--- src/core/bmux_pkg.sv ---
package bmux_pkg;
  // ==========================================================
  // Clock and timing
  localparam int unsigned CLK_HZ          = 25_000_000;
  localparam int unsigned INT_SAMPLE_HZ   = 10_000;
  localparam int unsigned INT_DIV_CYC     = CLK_HZ / INT_SAMPLE_HZ;
  // External clock qualification window, in microseconds
  localparam int unsigned EXT_WIN_US      = 2_000;
  localparam int unsigned EXT_WIN_CYC     = (CLK_HZ / 1_000_000) * EXT_WIN_US;
  localparam int unsigned EXT_QUAL_EDGES  = 4;
  // ==========================================================
  // Button encoding
  typedef enum logic [1:0] {BTN_A, BTN_B, BTN_C, BTN_D} button_t;
  // ==========================================================
  // Synthesizer word
  localparam int unsigned SYN_BITS        = 17;
  localparam int unsigned KEY_BITS        = 16;
endpackage : bmux_pkg

--- src/core/synth_if.sv ---
`timescale 1ns/1ps
interface synth_if;
  logic start;
  logic busy;
  logic [bmux_pkg::KEY_BITS-1:0] key;
  modport ctrl (output start, output key, input busy);
  modport ser  (input start, input key, output busy);
endinterface : synth_if

--- src/core/synth_loader.sv ---
`timescale 1ns/1ps
module synth_loader
  import bmux_pkg::*;
(
  input  wire logic clk,
  input  wire logic arst_n,
  input  wire logic clkEn,
  synth_if.ser      sif,
  // Serial synthesizer pins
  output logic      synData,
  output logic      synClk,
  output logic      synLoad
);
  logic [SYN_BITS-1:0] shift_q;
  logic [4:0]          cnt_q;
  logic                phase_q;

  // ==========================================================
  // Word builder and shifter; first key bit sent twice
  always_ff @(posedge clk or negedge arst_n) begin
    if (!arst_n) begin
      shift_q <= '0;
      cnt_q   <= '0;
      phase_q <= 1'b0;
      synClk  <= 1'b0;
      synData <= 1'b0;
      synLoad <= 1'b0;
    end else if (clkEn) begin
      synLoad <= 1'b0;
      if (cnt_q == 5'h00) begin
        synClk <= 1'b0;
        if (sif.start) begin
          shift_q <= {sif.key[KEY_BITS-1], sif.key};
          cnt_q   <= 5'(SYN_BITS);
          phase_q <= 1'b0;
        end
      end else if (!phase_q) begin
        synData <= shift_q[SYN_BITS-1];
        synClk  <= 1'b0;
        phase_q <= 1'b1;
      end else begin
        synClk  <= 1'b1;
        shift_q <= {shift_q[SYN_BITS-2:0], 1'b0};
        cnt_q   <= cnt_q - 5'h01;
        phase_q <= 1'b0;
        synLoad <= (cnt_q == 5'h01);
      end
    end
  end

  assign sif.busy = (cnt_q != 5'h00);
endmodule : synth_loader

--- src/core/button_mux_sequencer.sv ---
`timescale 1ns/1ps
// How it works
// - No controls applied: closed orbit, internal clock, gain loop on.
// - Common inputs act on all modules; per-module outputs are own.
// - Single sample select is active low; high keeps mode off.
// - Button select lines decode only in single mode, fixed mapping.
// - Undriven (high) select lines choose button C.
// - Gain loop off input low disables automatic gain.
// - External clock takes over after qualification; else internal.
// - Frame marker rises at start of button A sequence.
// - Frame marker high during A, low during B, C, D.
// - Frame marker runs at a quarter of sample rate.
// - With window fitted, switch conducts only in fast window; window at least 20 ns.
// - Lock good is high when locked and level adequate.
// - Synthesizer is loaded with a 17-bit serial word.
// - First key bit is sent as bit 17 and bit 16.
// - Single mode forces automatic gain off.
// - With window fitted, window low opens all switches; high closes the addressed one in single mode, else the sequenced one.
module button_mux_sequencer
  import bmux_pkg::*;
(
  // Clock, reset, enable
  input  wire logic                clk,
  input  wire logic                arst_n,
  input  wire logic                clkEn,
  // Common external controls (shared across the chassis)
  input  wire logic                single_sample_sel_n,
  input  wire logic                button_sel0_n,
  input  wire logic                button_sel1_n,
  input  wire logic                peak_hold_clear_n,
  input  wire logic                gain_loop_off_n,
  input  wire logic                extClk,
  input  wire logic                fastWindow,
  input  wire logic                windowFitted,
  input  wire logic                singleFitted,
  // Per-module analog side status
  input  wire logic                demodLocked,
  input  wire logic                levelOk,
  input  wire logic [7:0]          peakSample,
  input  wire logic [7:0]          extGain,
  input  wire logic [7:0]          loopGainIn,
  input  wire logic [7:0]          horizIn,
  // Synthesizer key and trigger
  input  wire logic [KEY_BITS-1:0] freqKey,
  input  wire logic                synthStart,
  // Per-module outputs
  output logic [3:0]               muxSwitch,
  output logic                     frameMark,
  output logic                     lock_good,
  output logic                     gainLoopOn,
  output logic [7:0]               loop_gain_voltage,
  output logic [7:0]               horiz_out,
  output logic                     extSelected,
  output logic                     synData,
  output logic                     synClk,
  output logic                     synLoad,
  output logic                     synBusy
);
  // ==========================================================
  // Decoding
  function automatic button_t decodeSel(input logic s1n, input logic s0n);
    unique case ({s1n, s0n})
      2'b10:   decodeSel = BTN_A;
      2'b00:   decodeSel = BTN_B;
      2'b11:   decodeSel = BTN_C;
      2'b01:   decodeSel = BTN_D;
    endcase
  endfunction : decodeSel

  logic      singleMode;
  button_t   addrBtn;
  logic      extPrev_q;
  logic      extRise;
  logic [15:0] divCnt_q;
  logic      intTick;
  logic      tick;
  button_t   seq_q;
  logic [15:0] winCnt_q;
  logic [2:0]  edgeCnt_q;
  logic [7:0]  peak_q;

  // Single mode is active-low; sel lines ignored otherwise
  assign singleMode = !single_sample_sel_n;
  // Pull-ups make floating lines read high, i.e. button C
  assign addrBtn = decodeSel(button_sel1_n, button_sel0_n);
  assign extRise = extClk && !extPrev_q;

  // ==========================================================
  // Internal sample clock divider
  always_ff @(posedge clk or negedge arst_n) begin
    if (!arst_n) begin
      divCnt_q <= '0;
    end else if (clkEn) begin
      if (divCnt_q == 16'(INT_DIV_CYC - 1)) begin
        divCnt_q <= '0;
      end else begin
        divCnt_q <= divCnt_q + 16'h0001;
      end
    end
  end
  assign intTick = (divCnt_q == 16'(INT_DIV_CYC - 1));

  // ==========================================================
  // External clock qualification: enough edges before window expires
  always_ff @(posedge clk or negedge arst_n) begin
    if (!arst_n) begin
      extPrev_q   <= 1'b0;
      winCnt_q    <= '0;
      edgeCnt_q   <= '0;
      extSelected <= 1'b0;
    end else if (clkEn) begin
      extPrev_q <= extClk;
      if (extRise) begin
        winCnt_q <= '0;
        if (edgeCnt_q == 3'(EXT_QUAL_EDGES)) begin
          extSelected <= 1'b1;
        end else begin
          edgeCnt_q <= edgeCnt_q + 3'h1;
        end
      end else if (winCnt_q == 16'(EXT_WIN_CYC - 1)) begin
        // Clock lost: fall back to the internal source
        edgeCnt_q   <= '0;
        extSelected <= 1'b0;
      end else begin
        winCnt_q <= winCnt_q + 16'h0001;
      end
    end
  end

  assign tick = extSelected ? extRise : intTick;

  // ==========================================================
  // Button sequencer, wraps D to A
  always_ff @(posedge clk or negedge arst_n) begin
    if (!arst_n) begin
      seq_q <= BTN_A;
    end else if (clkEn && tick) begin
      seq_q <= button_t'(seq_q + 2'h1);
    end
  end

  // ==========================================================
  // Frame marker: high during A, a quarter of the sample rate
  always_ff @(posedge clk or negedge arst_n) begin
    if (!arst_n) begin
      frameMark <= 1'b0;
    end else if (clkEn) begin
      frameMark <= (seq_q == BTN_A);
    end
  end

  // ==========================================================
  // Multiplexer switches, gated by the fast window when fitted
  always_ff @(posedge clk or negedge arst_n) begin
    if (!arst_n) begin
      muxSwitch <= 4'h0;
    end else if (clkEn) begin
      if (windowFitted && !fastWindow) begin
        muxSwitch <= 4'h0;
      end else if (singleMode || windowFitted) begin
        // Addressed button only; in closed orbit use sequencer
        muxSwitch <= 4'h1 << (singleMode ? addrBtn : seq_q);
      end else begin
        muxSwitch <= 4'h1 << seq_q;
      end
    end
  end

  // ==========================================================
  // Gain loop control and gain voltage source
  always_ff @(posedge clk or negedge arst_n) begin
    if (!arst_n) begin
      gainLoopOn        <= 1'b1;
      loop_gain_voltage <= 8'h00;
    end else if (clkEn) begin
      gainLoopOn <= gain_loop_off_n && !singleMode;
      if (!gain_loop_off_n) begin
        loop_gain_voltage <= extGain;
      end else begin
        loop_gain_voltage <= loopGainIn;
      end
    end
  end

  // ==========================================================
  // Peak hold and horizontal output select
  always_ff @(posedge clk or negedge arst_n) begin
    if (!arst_n) begin
      peak_q    <= 8'h00;
      horiz_out <= 8'h00;
    end else if (clkEn) begin
      if (!peak_hold_clear_n) begin
        peak_q <= 8'h00;
      end else if (peakSample > peak_q) begin
        peak_q <= peakSample;
      end
      horiz_out <= (singleFitted && singleMode) ? peak_q : horizIn;
    end
  end

  // ==========================================================
  // Lock status, per module
  always_ff @(posedge clk or negedge arst_n) begin
    if (!arst_n) begin
      lock_good <= 1'b0;
    end else if (clkEn) begin
      lock_good <= demodLocked && levelOk;
    end
  end

  // ==========================================================
  // Synthesizer loader
  synth_if sif ();
  assign sif.start = synthStart;
  assign sif.key   = freqKey;

  synth_loader u_loader (
    .clk     (clk),
    .arst_n  (arst_n),
    .clkEn   (clkEn),
    .sif     (sif),
    .synData (synData),
    .synClk  (synClk),
    .synLoad (synLoad)
  );

  always_ff @(posedge clk or negedge arst_n) begin
    if (!arst_n) begin
      synBusy <= 1'b0;
    end else if (clkEn) begin
      synBusy <= sif.busy;
    end
  end
endmodule : button_mux_sequencer

--- config.mk ---
export PLATFORM = sky130hd
export DESIGN_NAME = button_mux_sequencer
export DESIGN_NICKNAME = d
export VERILOG_FILES = /design/src/core/bmux_pkg.sv /design/src/core/synth_if.sv /design/src/core/synth_loader.sv /design/src/core/button_mux_sequencer.sv
export SDC_FILE = /design/constraint.sdc
export NUM_CORES = 1
export LEC_CHECK = 0
export BUFFER_PORTS_ARGS = -buffer_cell sky130_fd_sc_hd__buf_2
export CAP_MARGIN = 20
export CORE_ASPECT_RATIO = 0.5
export CORE_MARGIN = 3
export CORE_UTILIZATION = 40
export CTS_BUF_LIST = sky130_fd_sc_hd__clkbuf_4 sky130_fd_sc_hd__clkbuf_8
export CTS_CLUSTER_SIZE = 24
export DETAILED_ROUTE_END_ITERATION = 6
export PLACE_DENSITY = 0.57
export SYNTH_ARGS = -nofsm -noshare
export SYNTH_HDL_FRONTEND = slang
export SYNTH_HIERARCHICAL = 1
export SYNTH_SLANG_ARGS = --single-unit
--- constraint.sdc ---
create_clock -name clk -period 3.3 [get_ports clk]
set_input_delay 0.495 -clock clk [delete_from_list [all_inputs] [get_ports clk]]
set_output_delay 0.495 -clock clk [all_outputs]
set_load 0.01 [all_outputs]
After elaboration in Yosys (flattened, before gate mapping)
Cells that the tools add are included.

storage, ports and cells
  bits of input ports = 63
  word-level logic and storage cells = 96
  output and inout port bits = 28
  bits in registers = 97

operators by class
  equality and inequality tests = 12
  order comparisons = 1
  reduce and logical (&&, ||, !) cells = 23
  bitwise operators = 2
  add/sub/neg operators = 5
  multiplexer cells = 31
  shifts and indexed selects = 2

operators by type and width
  cell                                              number
  two-way mux 17 bit                                3
  two-way mux 16 bit                                3
  adder 16 x 1 -> 16 bit, second input constant     2
  two-way mux 8 bit                                 4
  == test 16 x 12 -> 1 bit, second input constant   1
  == test 16 bit, second input constant             1
  two-way mux 5 bit                                 3
  AND reduction 3 bit                               4
  two-way mux 1 bit                                 11
  two-way mux 3 bit                                 3
  > comparator 8 bit                                1
  two-way mux 4 bit                                 2
  case mux 2 bit (4 select lines)                   1
  left shift 1 x 2 -> 4 bit, first input constant   2
  logical AND 1 bit                                 6
  != test 2 bit, second input constant              3
  AND reduction 2 bit                               3
  == test 5 x 1 -> 1 bit, second input constant     1
  zero test 5 bit                                   1
  nonzero test 5 bit                                1
  subtractor 5 x 1 -> 5 bit, second input constant  1
  == test 2 bit, second input constant              2
  zero test 2 bit                                   2
  != test 2 x 1 -> 1 bit, second input constant     2
  9 further kinds                                   13

Longest topological paths before layout
Gate-level depths: netlist of the first run.

  depth in word-level cells = 6
  gate-level depth with buffers = 8
  gate-level depth less buffers = 7

Cells and area by module
Netlist of the first run, hierarchy kept.

by module, submodules not included
  module                times used  cells each  sequential area each (µm²)  area an instance (µm²)
  button_mux_sequencer  1           372         1778.0                      3706.1
  synth_loader          1           140         650.6                       1373.8

Least setup slack after synthesis of the first run
OpenSTA, ideal clock, no wires.

  kind = input to register
  start point = input port peakSample[3]
  end point = register peak_q[0]
  buffers on the path = 0
  data arrival time = 1.753 ns
  setup time = 0.080 ns
  required time = 3.220 ns
  stages = 5
  path slack = 1.467 ns
  cells stage by stage = ha_1 > a21oi_1 > o21ai_1 > o311ai_4 > mux2i_1

on the way
  cells in the longest elaborated chain, start to end = 3

ends and longest elaborated chain
  item                                     line                         RTL
  start, declared                          button_mux_sequencer.sv:39   input wire logic [7:0] peakSample,
  > comparator 8 bit                       button_mux_sequencer.sv:194  end else if (peakSample > peak_q) begin
  != test 2 x 1 -> 1 bit (no source line)  n/a
  AND reduction 2 bit (no source line)     n/a
  end signal, assigned                     button_mux_sequencer.sv:195  peak_q <= peakSample;
  end, declared                            button_mux_sequencer.sv:80   logic [7:0] peak_q;

No other way between the ends.
A chain may end at the register's enable or synchronous reset.

Worst setup path after layout of the first run
  start point = register u_loader.cnt_q[0]
  end point = register u_loader.phase_q

on the way
  cells in the longest elaborated chain, start to end = 3
  elaborated cells between the ends (all ways) = 4
  classes of those cells = 1 x eq/ne; 1 x mux; 2 x reduce/logical

ends and longest elaborated chain
  item                                  line                RTL
  start, declared                       synth_loader.sv:15  logic [4:0] cnt_q;
  start signal, assigned                synth_loader.sv:34  cnt_q <= 5'(SYN_BITS);
  start signal, assigned                synth_loader.sv:44  cnt_q <= cnt_q - 5'h01;
  zero test 5 bit *                     synth_loader.sv:30  if (cnt_q == 5'h00) begin
  != test 2 bit (no source line)        n/a
  AND reduction 2 bit (no source line)  n/a
  end signal, assigned                  synth_loader.sv:35  phase_q <= 1'b0;
  end signal, assigned                  synth_loader.sv:40  phase_q <= 1'b1;
  end signal, assigned                  synth_loader.sv:45  phase_q <= 1'b0;
  end, declared                         synth_loader.sv:16  logic phase_q;

Mark *: on every way between the ends. The rest lies on a longest branch, timed or not.

==> summary.md, run 1 <==
| Metric | Value |
|---|---|
| Post-route design area | 0.00590 mm2 |
| Slew headroom | 29.2% |
| Initial drt markers | between 200 and 250 |
| Crit Path Class | reg2reg |
| Tcrit/Tclk final | a little under three quarters |
| Core area | 0.0121 mm2 |
| Tmin final | roughly 2.4 ns |
| Vias | ~4000 |
| Pin count of the biggest net entering global routing | 80 |
| Cell count after synthesis | ~500 |
| Synth warn | 6 |
| Initial Utilization | between 40% and 50% |
| Post-route ant nets | 0 |
| IO buf count | 90 |
| I/O pin count | just over 90 |
| Initial antenna violation count | 0 |
| Max-slew violation count | 0 |
| CP Capture Type | flop |
| Clock Sink Count | between 90 and 100 |
| Area after DPL | 0.00566 mm2 |
| Clk_skew | between 0.01 and 0.015 ns |
| Hold depth | 3 |
| Die height | between 80 and 90 um |
| Clock-pin slew on the worst setup and hold paths | around 0.1 ns |
| Post-synth top area cell | dfrtp_1 |
| Share of layout cells above drive strength 1 | 24.4% |
| Final hold vios | 0 |
| Top post-synthesis cells by count | dfrtp_1, nor2_1, nand2_1, a21oi_1, o21ai_0 |
| Total Die Area | 0.0142 mm2 |
| Syn nets | between 500 and 600 |
| First-pass GRT wire length | about 19 mm |
| Post-Synthesis Cell Area | ~0.005 mm2 |
| Reg-to-reg slack, setup | 0.94 ns |
| Hold_sp | freqKey[0] |
| Avg Inst Size Synth | a little under 10 um2 |
| Most used DFF post-synth | dfrtp_1 |
| Seq/Total Area, Yosys | around 48% |
| Worst Hold End | u_loader/shift_q[0] |
| FF-to-FF End | u_loader/phase_q |
| CTS max path bufs | 2 |
| Post-synth EDFFs | 0 |
| Setup Buffers After CTS | 0 |
| GP Congestion | 0.779 |
| Fin Setup TNS | 0 ns |
| DR DRC count | 0 |
| Power Density | a little under 600 mW/mm2 |
| Max VDD drop | roughly 0.0003 V |
| Congestion Overflow GR | 0 |
| Largest fanout on the critical path | 34 |
| Clk Latency, worst-skew pair | between 0.3 and 0.4 ns |
| Worst setup path startpoint | u_loader/cnt_q[0] |
| Unique masters post-synth | 58 |
| Actual slew at the worst max-slew pin | ~1.1 ns |
| Most common cell in the netlist | dfrtp_1 |
| Status | finished clean |
| HP Class | in2reg |
| Hold_ws | about 0.36 ns |
| Vias in the first global route | 3905 |
| Dpl hpwl | ~7.7 mm |
| Vias/cell | 5.11 |
| Cts bufs inserted | 9 |
| Worst Reg2Reg Path Length in Cells | 6 |
| Post-layout net count | between 600 and 700 |
| Top-area cell type share of the netlist area | about 47% |
| WL/cell | about 14 um |
| RR Startpoint | u_loader/cnt_q[0] |
| H-tree levels | 3 |
| Max_cap viols | 0 |
| Row cnt | 28 |
| Fmax | 424 MHz |
| Final WL | 11.0 mm |
| Root Driver | clkbuf_8 |
| Synth async-reset ratio | 100% |
| Arrival @ worst endpoint | between 2 and 3 ns |
| CTS tree | yes |
| Top cells by area, synth | dfrtp_1, mux2i_1, ha_1 |
| P_leak | 0.00263 uW |
| Post-synthesis register bit count | 97 |
| Die width | around 170 um |
| # diodes | 0 |
| Layout Area Growth over Synthesis | 16.1% |
| GRT Total Usage | approximately 16% |
| Startpoint Class | flop |
| WP data required | roughly 3.5 ns |
| Final setup fails | 0 |
| Unrepaired setup endpoints after global routing | no |
| DRT Pass-1 Iters | 4 |
[registers in the layout, summed over array words and instances (netlist names), 2 cells and up]
signal             count
muxSwitch              4
divCnt_q              16
u_loader/shift_q      17
horiz_out              8
loop_gain_voltage      8
winCnt_q              16
peak_q                 8
seq_q                  2
edgeCnt_q              3
u_loader/cnt_q         5
[critical path, stage by stage (launching register included)]
cell and delay, ns:
dfrtp_1 0.41, inv_1 0.08, ha_1 0.25, nor4b_4 0.17, inv_2 0.38, o21a_1 0.74
mux2i_1 0.17
[cells in the final DEF, fill, tap and decap left out, drive strengths merged, types with 16 or more instances in the layout]
cell type / Yosys / final
o21ai: 34 / 34
inv: 27 / 28
mux2i: 28 / 28
nor2: 54 / 54
dfrtp: 96 / 96
ha: 16 / 16
buf: 14 / 97
a21oi: 45 / 45
nand3: 21 / 21
nand2: 36 / 36
[cell type report]
type / instances / area [um2]
timing repair buffer: 98 / 536
sequential: 97 / 2430
multi-input combinational: 364 / 2420
clock buffer: 10 / 131
clock inverter: 6 / 67.6
inverter: 27 / 101
tap: 165 / 206
fill: 1186 / 6190
[through the flow]
stage | total power, uW | setup slack (ns) | std cells | util (%)
after CTS | 3460 | 0.928 | 765 | 48.5
after floorplan | 2370 | 1.47 | 512 | -
final | 3420 | 0.941 | 767 | 48.8
after global placement | 2630 | 0.965 | 749 | 46.8
after detailed placement | 2660 | 0.921 | 749 | 46.8
after global routing | 3690 | 0.707 | 767 | 48.8
[kinds of logic (layout without fill, tap and decap cells)]
kind of cell	after synthesis	count (layout)	share of synthesized area [%]
AND/OR/NAND/NOR	185	185	19.6
flip-flops	97	97	47.8
adder cells (fa/ha/maj)	16	16	3.94
XOR/XNOR	18	18	3.10
multiplexers	37	37	7.51
buffers and inverters	51	141	4.53
AO/OA/AOI/OAI	108	108	13.5
[power breakdown]
part           internal [uW]  leakage, uW  switching, uW
Sequential              1440      0.00117            239
Combinational            440      0.00136            505
Clock                    362    0.0000963            428
[routing by layer]
layer | wire [um] | GRT usage [%] | vias to the layer above
met3 | 314 | 3.91 | 12
li1 | - | - | 1981
met4 | 133 | 4.08 | 0
met5 | 0 | 0 | -
met2 | 5110 | 26.3 | 43
met1 | 5410 | 22.2 | 1880
[timing repair]
action | 4_1_cts | 5_1_grt
endpoints found under the hold margin | 0 | 10
hold buffers | 0 | 1
resized for setup | 0 | 0
[worst max-delay path by stage]
| stage | to | slack, ns | cells after the start |
|---|---|---|---|
| after floorplan | peak_q[0] | 1.47 | 5 |
| after global placement | u_loader/shift_q[0] | 0.97 | 7 |
| after detailed placement | u_loader/shift_q[0] | 0.92 | 7 |
| after CTS | u_loader/shift_q[0] | 0.93 | 7 |
| after global routing | u_loader/shift_q[0] | 0.71 | 7 |
| final | u_loader/phase_q | 0.94 | 6 |
Note: power is estimated with default switching activity, not from simulation.
==> run 2, diff against run 1 <==
==> constraint.sdc (replaced) <==
create_clock -name clk -period 2.4 [get_ports clk]
set_input_delay 0.36 -clock clk [delete_from_list [all_inputs] [get_ports clk]]
set_output_delay 0.36 -clock clk [all_outputs]
set_load 0.01 [all_outputs]
==> summary.md, run 2 (synthesis results as in run 1) <==
| Metric | Value |
|---|---|
| Status | finished clean |
| Tmin final | 2.04 ns (-0.314 ns) |
| Vias | 3963 (+1.2%) |
| Hold_ws | 0.213 ns (-0.143 ns) |
| Die width | 165 um (unchanged) |
| Reg-to-reg slack, setup | 0.36 ns (-0.59 ns) |
| Final setup fails | 0 (unchanged) |
| Final hold vios | 0 (unchanged) |
| DR DRC count | 0 (unchanged) |
| Final WL | 11.0 mm (-0.10%) |
| Startpoint Class | flop |
| Dpl hpwl | 8.04 mm (+4.7%) |
| CP Capture Type | flop |
| Max_cap viols | 0 (unchanged) |
| Hold depth | 3 (unchanged) |
| RR Startpoint | u_loader/cnt_q[0] |
| Total Die Area | 0.0142 mm2 (unchanged) |
| Slew headroom | 62.3% (+33 points) |
| Post-route ant nets | 0 (unchanged) |
| Tcrit/Tclk final | 85.2% (+14 points) |
| Max FFs per register | 17 (unchanged) |
| FF-to-FF End | u_loader/shift_q[9] |
| Most frequent cells in the layout | dfrtp_1, buf_2, nor2_1 |
| Layout Area Growth over Synthesis | 16.7% |
| Share of layout cells above drive strength 1 | 25.3% (+0.87 points) |
| Setup Buffers After CTS | 0 (unchanged) |
| Max-slew violation count | 0 (unchanged) |
| WL/cell | 14.2 um (-1.0%) |
| Top Family by Delay on Critical Path | simple AND/OR/NAND/NOR gates |
| Largest Register | u_loader/shift_q |
| H-tree levels | 3 (unchanged) |
| Largest stage delay on the critical path | 0.43 ns (-0.31 ns) |
| Initial antenna violation count | 0 (unchanged) |
| Core area | 0.0121 mm2 (unchanged) |
| Vias/cell | 5.12 (+0.28%) |
| Worst setup path startpoint | u_loader/cnt_q[0] |
| Initial drt markers | 257 (+17%) |
| Fmax | 489 MHz (+15%) |
| Power Density | 788 mW/mm2 (+36%) |
| Area after DPL | 0.00573 mm2 (+1.3%) |
| Congestion Overflow GR | 0 (unchanged) |
| # fillers | 1162 (-2.0%) |
| GRT Total Usage | 16.2% (-0.031 points) |
| Vias in the first global route | 3880 (-0.64%) |
| Root Driver | clkbuf_8 |
| CTS tree | yes |
| Cts bufs inserted | 9 (unchanged) |
| Worst Hold End | lock_good |
| GP Congestion | 0.813 (+4.3%) |
| Worst Reg2Reg Path Length in Cells | 7 (+1) |
| Slowest-stage cell, CP | dfrtp_1 |
| First-pass GRT wire length | 18.6 mm (-0.41%) |
| CTS max path bufs | 2 (unchanged) |
| Fin Setup TNS | 0 ns (unchanged) |
| Initial Utilization | 42.0% (unchanged) |
| Actual slew at the worst max-slew pin | 0.564 ns (-0.496 ns) |
| Final Non-Filler Cells | 774 (+0.91%) |
| Max VDD drop | 0.000326 V (+8.9%) |
| P_leak | 0.00265 uW (+0.82%) |
| HP Class | in2reg |
| Most common cell after layout, fill and taps aside | dfrtp_1 |
| Post-CTS sizing | 0 (unchanged) |
| Crit Path Class | reg2reg |
| Hold_sp | levelOk |
| WP depth | 7 (+1) |
| Clk_skew | 0.0164 ns (+0.00519 ns) |
| Largest fanout on the critical path | 17 (-50%) |
| Clock-pin slew on the worst setup and hold paths | 0.10 ns (about the same) |
| # diodes | 0 (unchanged) |
| DRT Pass-1 Iters | 4 (unchanged) |
| I/O pin count | 91 (unchanged) |
| Critical-path cell list | inv_1 > ha_1 > nor4b_4 > mux2i_2 > buf_4 > nor2_1 > a21oi_1 |
| Clock Sink Count | 97 (unchanged) |
| Row cnt | 28 (unchanged) |
| WP data required | 2.70 ns (-0.81 ns) |
| Post-route design area | 0.00593 mm2 (+0.53%) |
| IO buf count | 90 (unchanged) |
| Unrepaired setup endpoints after global routing | no |
| Clk Latency, worst-skew pair | 0.38 ns (about the same) |
| Pin count of the biggest net entering global routing | 38 (-53%) |
| Arrival @ worst endpoint | 2.34 ns (-0.23 ns) |
| Placed insts | 757 (+1.1%) |
| Bufs and invs on worst path | 2 (unchanged) |
| Die height | 85.7 um (unchanged) |
| CTS Hold Bufs | 1 (+1) |
| Post-layout net count | 683 (+1.0%) |
| Biggest regs | u_loader/shift_q (17), divCnt_q (16), winCnt_q (16) |
[run 2: changes by cell type in the layout (fill, tap and decap cells not counted)]
cell	previous run	this run
clkinv_4	1	2
inv_8	0	1
inv_6	1	2
buf_12	0	1
buf_16	1	0
buf_4	7	14
bufinv_16	1	0
clkbuf_4	1	0
clkinv_2	1	0
[run 2: worst max-delay path by stage]
stage / endpoint
2_1_floorplan: u_loader/cnt_q[1]
3_3_place_gp: u_loader/shift_q[11]
3_5_place_dp: u_loader/shift_q[9]
4_1_cts: u_loader/shift_q[9]
5_1_grt: u_loader/shift_q[9]
6_report: u_loader/shift_q[9]
[run 2: tightest hold or removal path, stage by stage]
cell and delay (ns):
buf_2 0.08, nand3_1 0.05, o21ai_0 0.06
[run 2: area by class of cell]
class                   instances  area [um2]  area share, %
flip-flops and latches         97        2430           41.0
multi-input cells             364        2420           40.9
repair buffers                105         581           9.80
well taps                     165         206           3.48
clock buffers                   9         124           2.09
inverters                      27         101           1.71
clock inverters                 7        61.3           1.03
[run 2: power breakdown]
part / leakage (uW) / internal, uW / switching, uW
Sequential: 0.00117 / 1980 / 316
Combinational: 0.00139 / 628 / 716
Clock: 0.0000884 / 395 / 630
[run 2: per-layer routing]
metal / global-route usage (%) / share of wire, % / up-vias
li1: - / - / 1996
met1: 22.3 / 50 / 1903
met5: 0 / 0 / -
met4: 4.00 / 0.82 / 0
met3: 3.86 / 3.2 / 6
met2: 26.1 / 46 / 58
[run 2: stage by stage]
stage                     setup WS (ns)  util [%]  power [uW]
after global routing              0.150      49.0        5020
after CTS                         0.337      49.0        4720
after global placement            0.448      47.4        3660
after detailed placement          0.361      47.4        3690
final                             0.356      49.0        4670
after floorplan                   0.600         -        3260
==> run 3, diff against run 2 <==
--- a/config.mk
+++ b/config.mk
@@ -5,15 +5,18 @@
 export SDC_FILE = /design/constraint.sdc
 export NUM_CORES = 1
 export LEC_CHECK = 0
+export ABC_AREA = 1
 export BUFFER_PORTS_ARGS = -buffer_cell sky130_fd_sc_hd__buf_2
 export CAP_MARGIN = 20
+export CELL_PAD_IN_SITES_DETAIL_PLACEMENT = 1
+export CELL_PAD_IN_SITES_GLOBAL_PLACEMENT = 1
 export CORE_ASPECT_RATIO = 0.5
 export CORE_MARGIN = 3
 export CORE_UTILIZATION = 40
 export CTS_BUF_LIST = sky130_fd_sc_hd__clkbuf_4 sky130_fd_sc_hd__clkbuf_8
 export CTS_CLUSTER_SIZE = 24
 export DETAILED_ROUTE_END_ITERATION = 6
-export PLACE_DENSITY = 0.57
+export PLACE_DENSITY = 0.75
 export SYNTH_ARGS = -nofsm -noshare
 export SYNTH_HDL_FRONTEND = slang
 export SYNTH_HIERARCHICAL = 1
==> summary.md, run 3 <==
| Metric | Value |
|---|---|
| Status | finished clean |
| FF-to-FF End | u_loader/shift_q[1] |
| Tmin final | 2.00 ns (-0.0443 ns) |
| WL/cell | 14.4 um (+1.7%) |
| H-tree levels | 3 (unchanged) |
| Slowest-stage cell, CP | dfrtp_1 |
| RR Startpoint | u_loader/cnt_q[0] |
| Largest Register | u_loader/shift_q |
| Core area | 0.0129 mm2 (+6.9%) |
| Final WL | 14.1 mm (+29%) |
| Multi-input gate area | 0.00252 mm2 (+3.8%) |
| Vias in the first global route | 4996 (+29%) |
| Post-synth EDFFs | 0 (unchanged) |
| Congestion Overflow GR | 0 (unchanged) |
| DR DRC count | 0 (unchanged) |
| Top cells by area, synth | dfrtp_1, nand2_1, inv_1 |
| Cts bufs inserted | 9 (unchanged) |
| Unrepaired setup endpoints after global routing | no |
| Die width | 170 um (+3.1%) |
| Top Family by Delay on Critical Path | simple AND/OR/NAND/NOR gates |
| Post-CTS sizing | 0 (unchanged) |
| Avg Inst Size Synth | 7.54 um2 (-24%) |
| Post-synth top area cell | dfrtp_1 |
| Pin count of the biggest net entering global routing | 44 (+16%) |
| WP data required | 2.65 ns (-0.05 ns) |
| Clk_skew | 0.0143 ns (-0.00210 ns) |
| Root Driver | clkbuf_8 |
| Max FFs per register | 17 (unchanged) |
| Share of layout cells above drive strength 1 | 18.5% (-6.8 points) |
| CTS max path bufs | 2 (unchanged) |
| Initial drt markers | 183 (-29%) |
| Dpl hpwl | 10.7 mm (+33%) |
| GRT Total Usage | 19.6% (+3.4 points) |
| # fillers | 1699 (+46%) |
| Post-synthesis register bit count | 97 (unchanged) |
| Actual slew at the worst max-slew pin | 0.633 ns (+0.0690 ns) |
| DRT Pass-1 Iters | 4 (unchanged) |
| Crit Path Class | reg2reg |
| Post-Synthesis Cell Area | 0.00541 mm2 (+6.5%) |
| CTS Hold Bufs | 0 (-1) |
| Layout Area Growth over Synthesis | 14.9% |
| Final setup fails | 0 (unchanged) |
| Total Die Area | 0.0150 mm2 (+6.1%) |
| Bufs and invs on worst path | 2 (unchanged) |
| Placed insts | 966 (+28%) |
| Largest fanout on the critical path | 22 (+5) |
| CP Capture Type | flop |
| First-pass GRT wire length | 23.8 mm (+28%) |
| Vias | 4938 (+25%) |
| P_leak | 0.00334 uW (+26%) |
| Cell mode on critical path | nand2_1 |
| Row cnt | 29 (+3.6%) |
| # diodes | 0 (unchanged) |
| IO buf count | 90 (unchanged) |
| Startpoint Class | flop |
| Fmax | 500 MHz (+2.2%) |
| Max VDD drop | 0.000272 V (-16%) |
| Clock-pin slew on the worst setup and hold paths | 0.09 ns (about the same) |
| Tcrit/Tclk final | 83.3% (-1.8 points) |
| Setup Buffers After CTS | 0 (unchanged) |
| Fin Setup TNS | 0 ns (unchanged) |
| Die height | 88.2 um (+3.0%) |
| Post-route ant nets | 0 (unchanged) |
| Final total power | 5120 uW (+9.6%) |
| Largest stage delay on the critical path | 0.44 ns (about the same) |
| Most common cell after layout, fill and taps aside | nand2_1 |
| Biggest regs | u_loader/shift_q (17), divCnt_q (16), winCnt_q (16) |
| HP Class | in2async |
| Synth warn | 6 (unchanged) |
| Unique masters post-synth | 36 (-38%) |
| Final Non-Filler Cells | 982 (+27%) |
| Worst Reg2Reg Path Length in Cells | 9 (+2) |
| Final hold vios | 0 (unchanged) |
| GP Congestion | 0.827 (+1.8%) |
| Clock Sink Count | 97 (unchanged) |
| Cell count after synthesis | 717 (+40%) |
| Top post-synthesis cells by count | nand2_1, dfrtp_1, inv_1, nand3_1, o21ai_0 |
| Most frequent cells in the layout | nand2_1, dfrtp_1, buf_2 |
| Synth async-reset ratio | 100% (unchanged) |
| Slew headroom | 57.8% (-4.5 points) |
| Reg-to-reg slack, setup | 0.40 ns (+0.04 ns) |
| Most common cell in the netlist | nand2_1 |
| Arrival @ worst endpoint | 2.25 ns (-0.09 ns) |
| Max-slew violation count | 0 (unchanged) |
| Syn nets | 796 (+35%) |
| Max_cap viols | 0 (unchanged) |
| Seq/Total Area, Yosys | 44.9% (-2.9 points) |
| Post-layout net count | 886 (+30%) |
| Vias/cell | 5.03 (-1.8%) |
| WP depth | 9 (+2) |
| Clk Latency, worst-skew pair | 0.38 ns (about the same) |
| Most used DFF post-synth | dfrtp_1 |
| Initial Utilization | 41.9% (-0.17 points) |
| I/O pin count | 91 (unchanged) |
| Power Density | 823 mW/mm2 (+4.6%) |
| Initial antenna violation count | 0 (unchanged) |
| Critical-path cell list | inv_1 > ha_1 > inv_1 > nor2_2 > nand2_2 > nand2_1 > nand3_2 > nand2_1 > nand2_1 |
| Top-area cell type share of the netlist area | 44.4% (-2.9 points) |
| CTS tree | yes |
| Reg area | 0.00243 mm2 (unchanged) |
## run 3: cell count changes after synthesis, moves of 8 or more
cell / change
a21oi_1: -27
mux2i_1: -28
o21ai_0: +18
a21oi_2: -9
buf_2: +8
inv_1: +56
xnor2_1: -15
mux2_2: -9
nand3b_1: -15
xor2_1: +9
nand3_1: +34
nand2_1: +229
## run 3: worst max-delay path by stage
| stage | startpoint | endpoint |
|---|---|---|
| 2_1_floorplan | peak_q[7] | peak_q[0] |
| 3_3_place_gp | u_loader/cnt_q[0] | u_loader/shift_q[16] |
| 3_5_place_dp | u_loader/cnt_q[0] | u_loader/shift_q[1] |
| 4_1_cts | u_loader/cnt_q[0] | u_loader/shift_q[1] |
| 5_1_grt | u_loader/cnt_q[0] | u_loader/shift_q[15] |
| 6_report | u_loader/cnt_q[0] | u_loader/shift_q[1] |
## run 3: final cells by class
type / instances / share of cell area, %
Multi-Input combinational cell: 514 / 40.5
Sequential cell: 97 / 39.1
Timing Repair Buffer: 99 / 8.78
Inverter: 86 / 5.32
Tap cell: 170 / 3.42
Clock buffer: 10 / 2.11
Clock inverter: 6 / 0.785
## run 3: metal layers
layer / up-vias / wire length (um) / share of wire (%) / track usage [%]
met5: - / 0 / 0 / 0
met4: 0 / 101 / 0.71 / 3.97
met3: 9 / 597 / 4.2 / 4.69
met2: 81 / 6570 / 46 / 33.1
met1: 2397 / 6870 / 49 / 26.3
li1: 2451 / - / - / -
## run 3: kinds of logic (layout without fill, tap and decap cells)
logic type / after synthesis / count (layout) / share of synthesized area (%)
AO/OA/AOI/OAI: 75 / 75 / 7.68
adder cells (fa/ha/maj): 16 / 16 / 3.70
XOR/XNOR: 12 / 12 / 1.94
buffers and inverters: 106 / 201 / 8.56
flip-flops: 97 / 97 / 44.9
AND/OR/NAND/NOR: 411 / 411 / 33.2
## run 3: per-stage QoR
| step | utilization (%) | area (um2) | hold slack [ns] | worst slack [ns] |
|---|---|---|---|---|
| 2_1_floorplan | - | 5410 | 0.0644 | 0.910 |
| 3_3_place_gp | 46.7 | 6030 | 0.426 | 0.526 |
| 3_5_place_dp | 46.7 | 6030 | 0.435 | 0.414 |
| 4_1_cts | 48.1 | 6210 | 0.0218 | 0.391 |
| 5_1_grt | 48.1 | 6210 | 0.0353 | 0.200 |
| 6_report | 48.1 | 6210 | 0.00356 | 0.400 |
## run 3: report_power, final
part | switching (uW) | total, uW | internal, uW
Clock | 629 | 1030 | 402
Combinational | 1130 | 1740 | 611
Sequential | 330 | 2350 | 2020
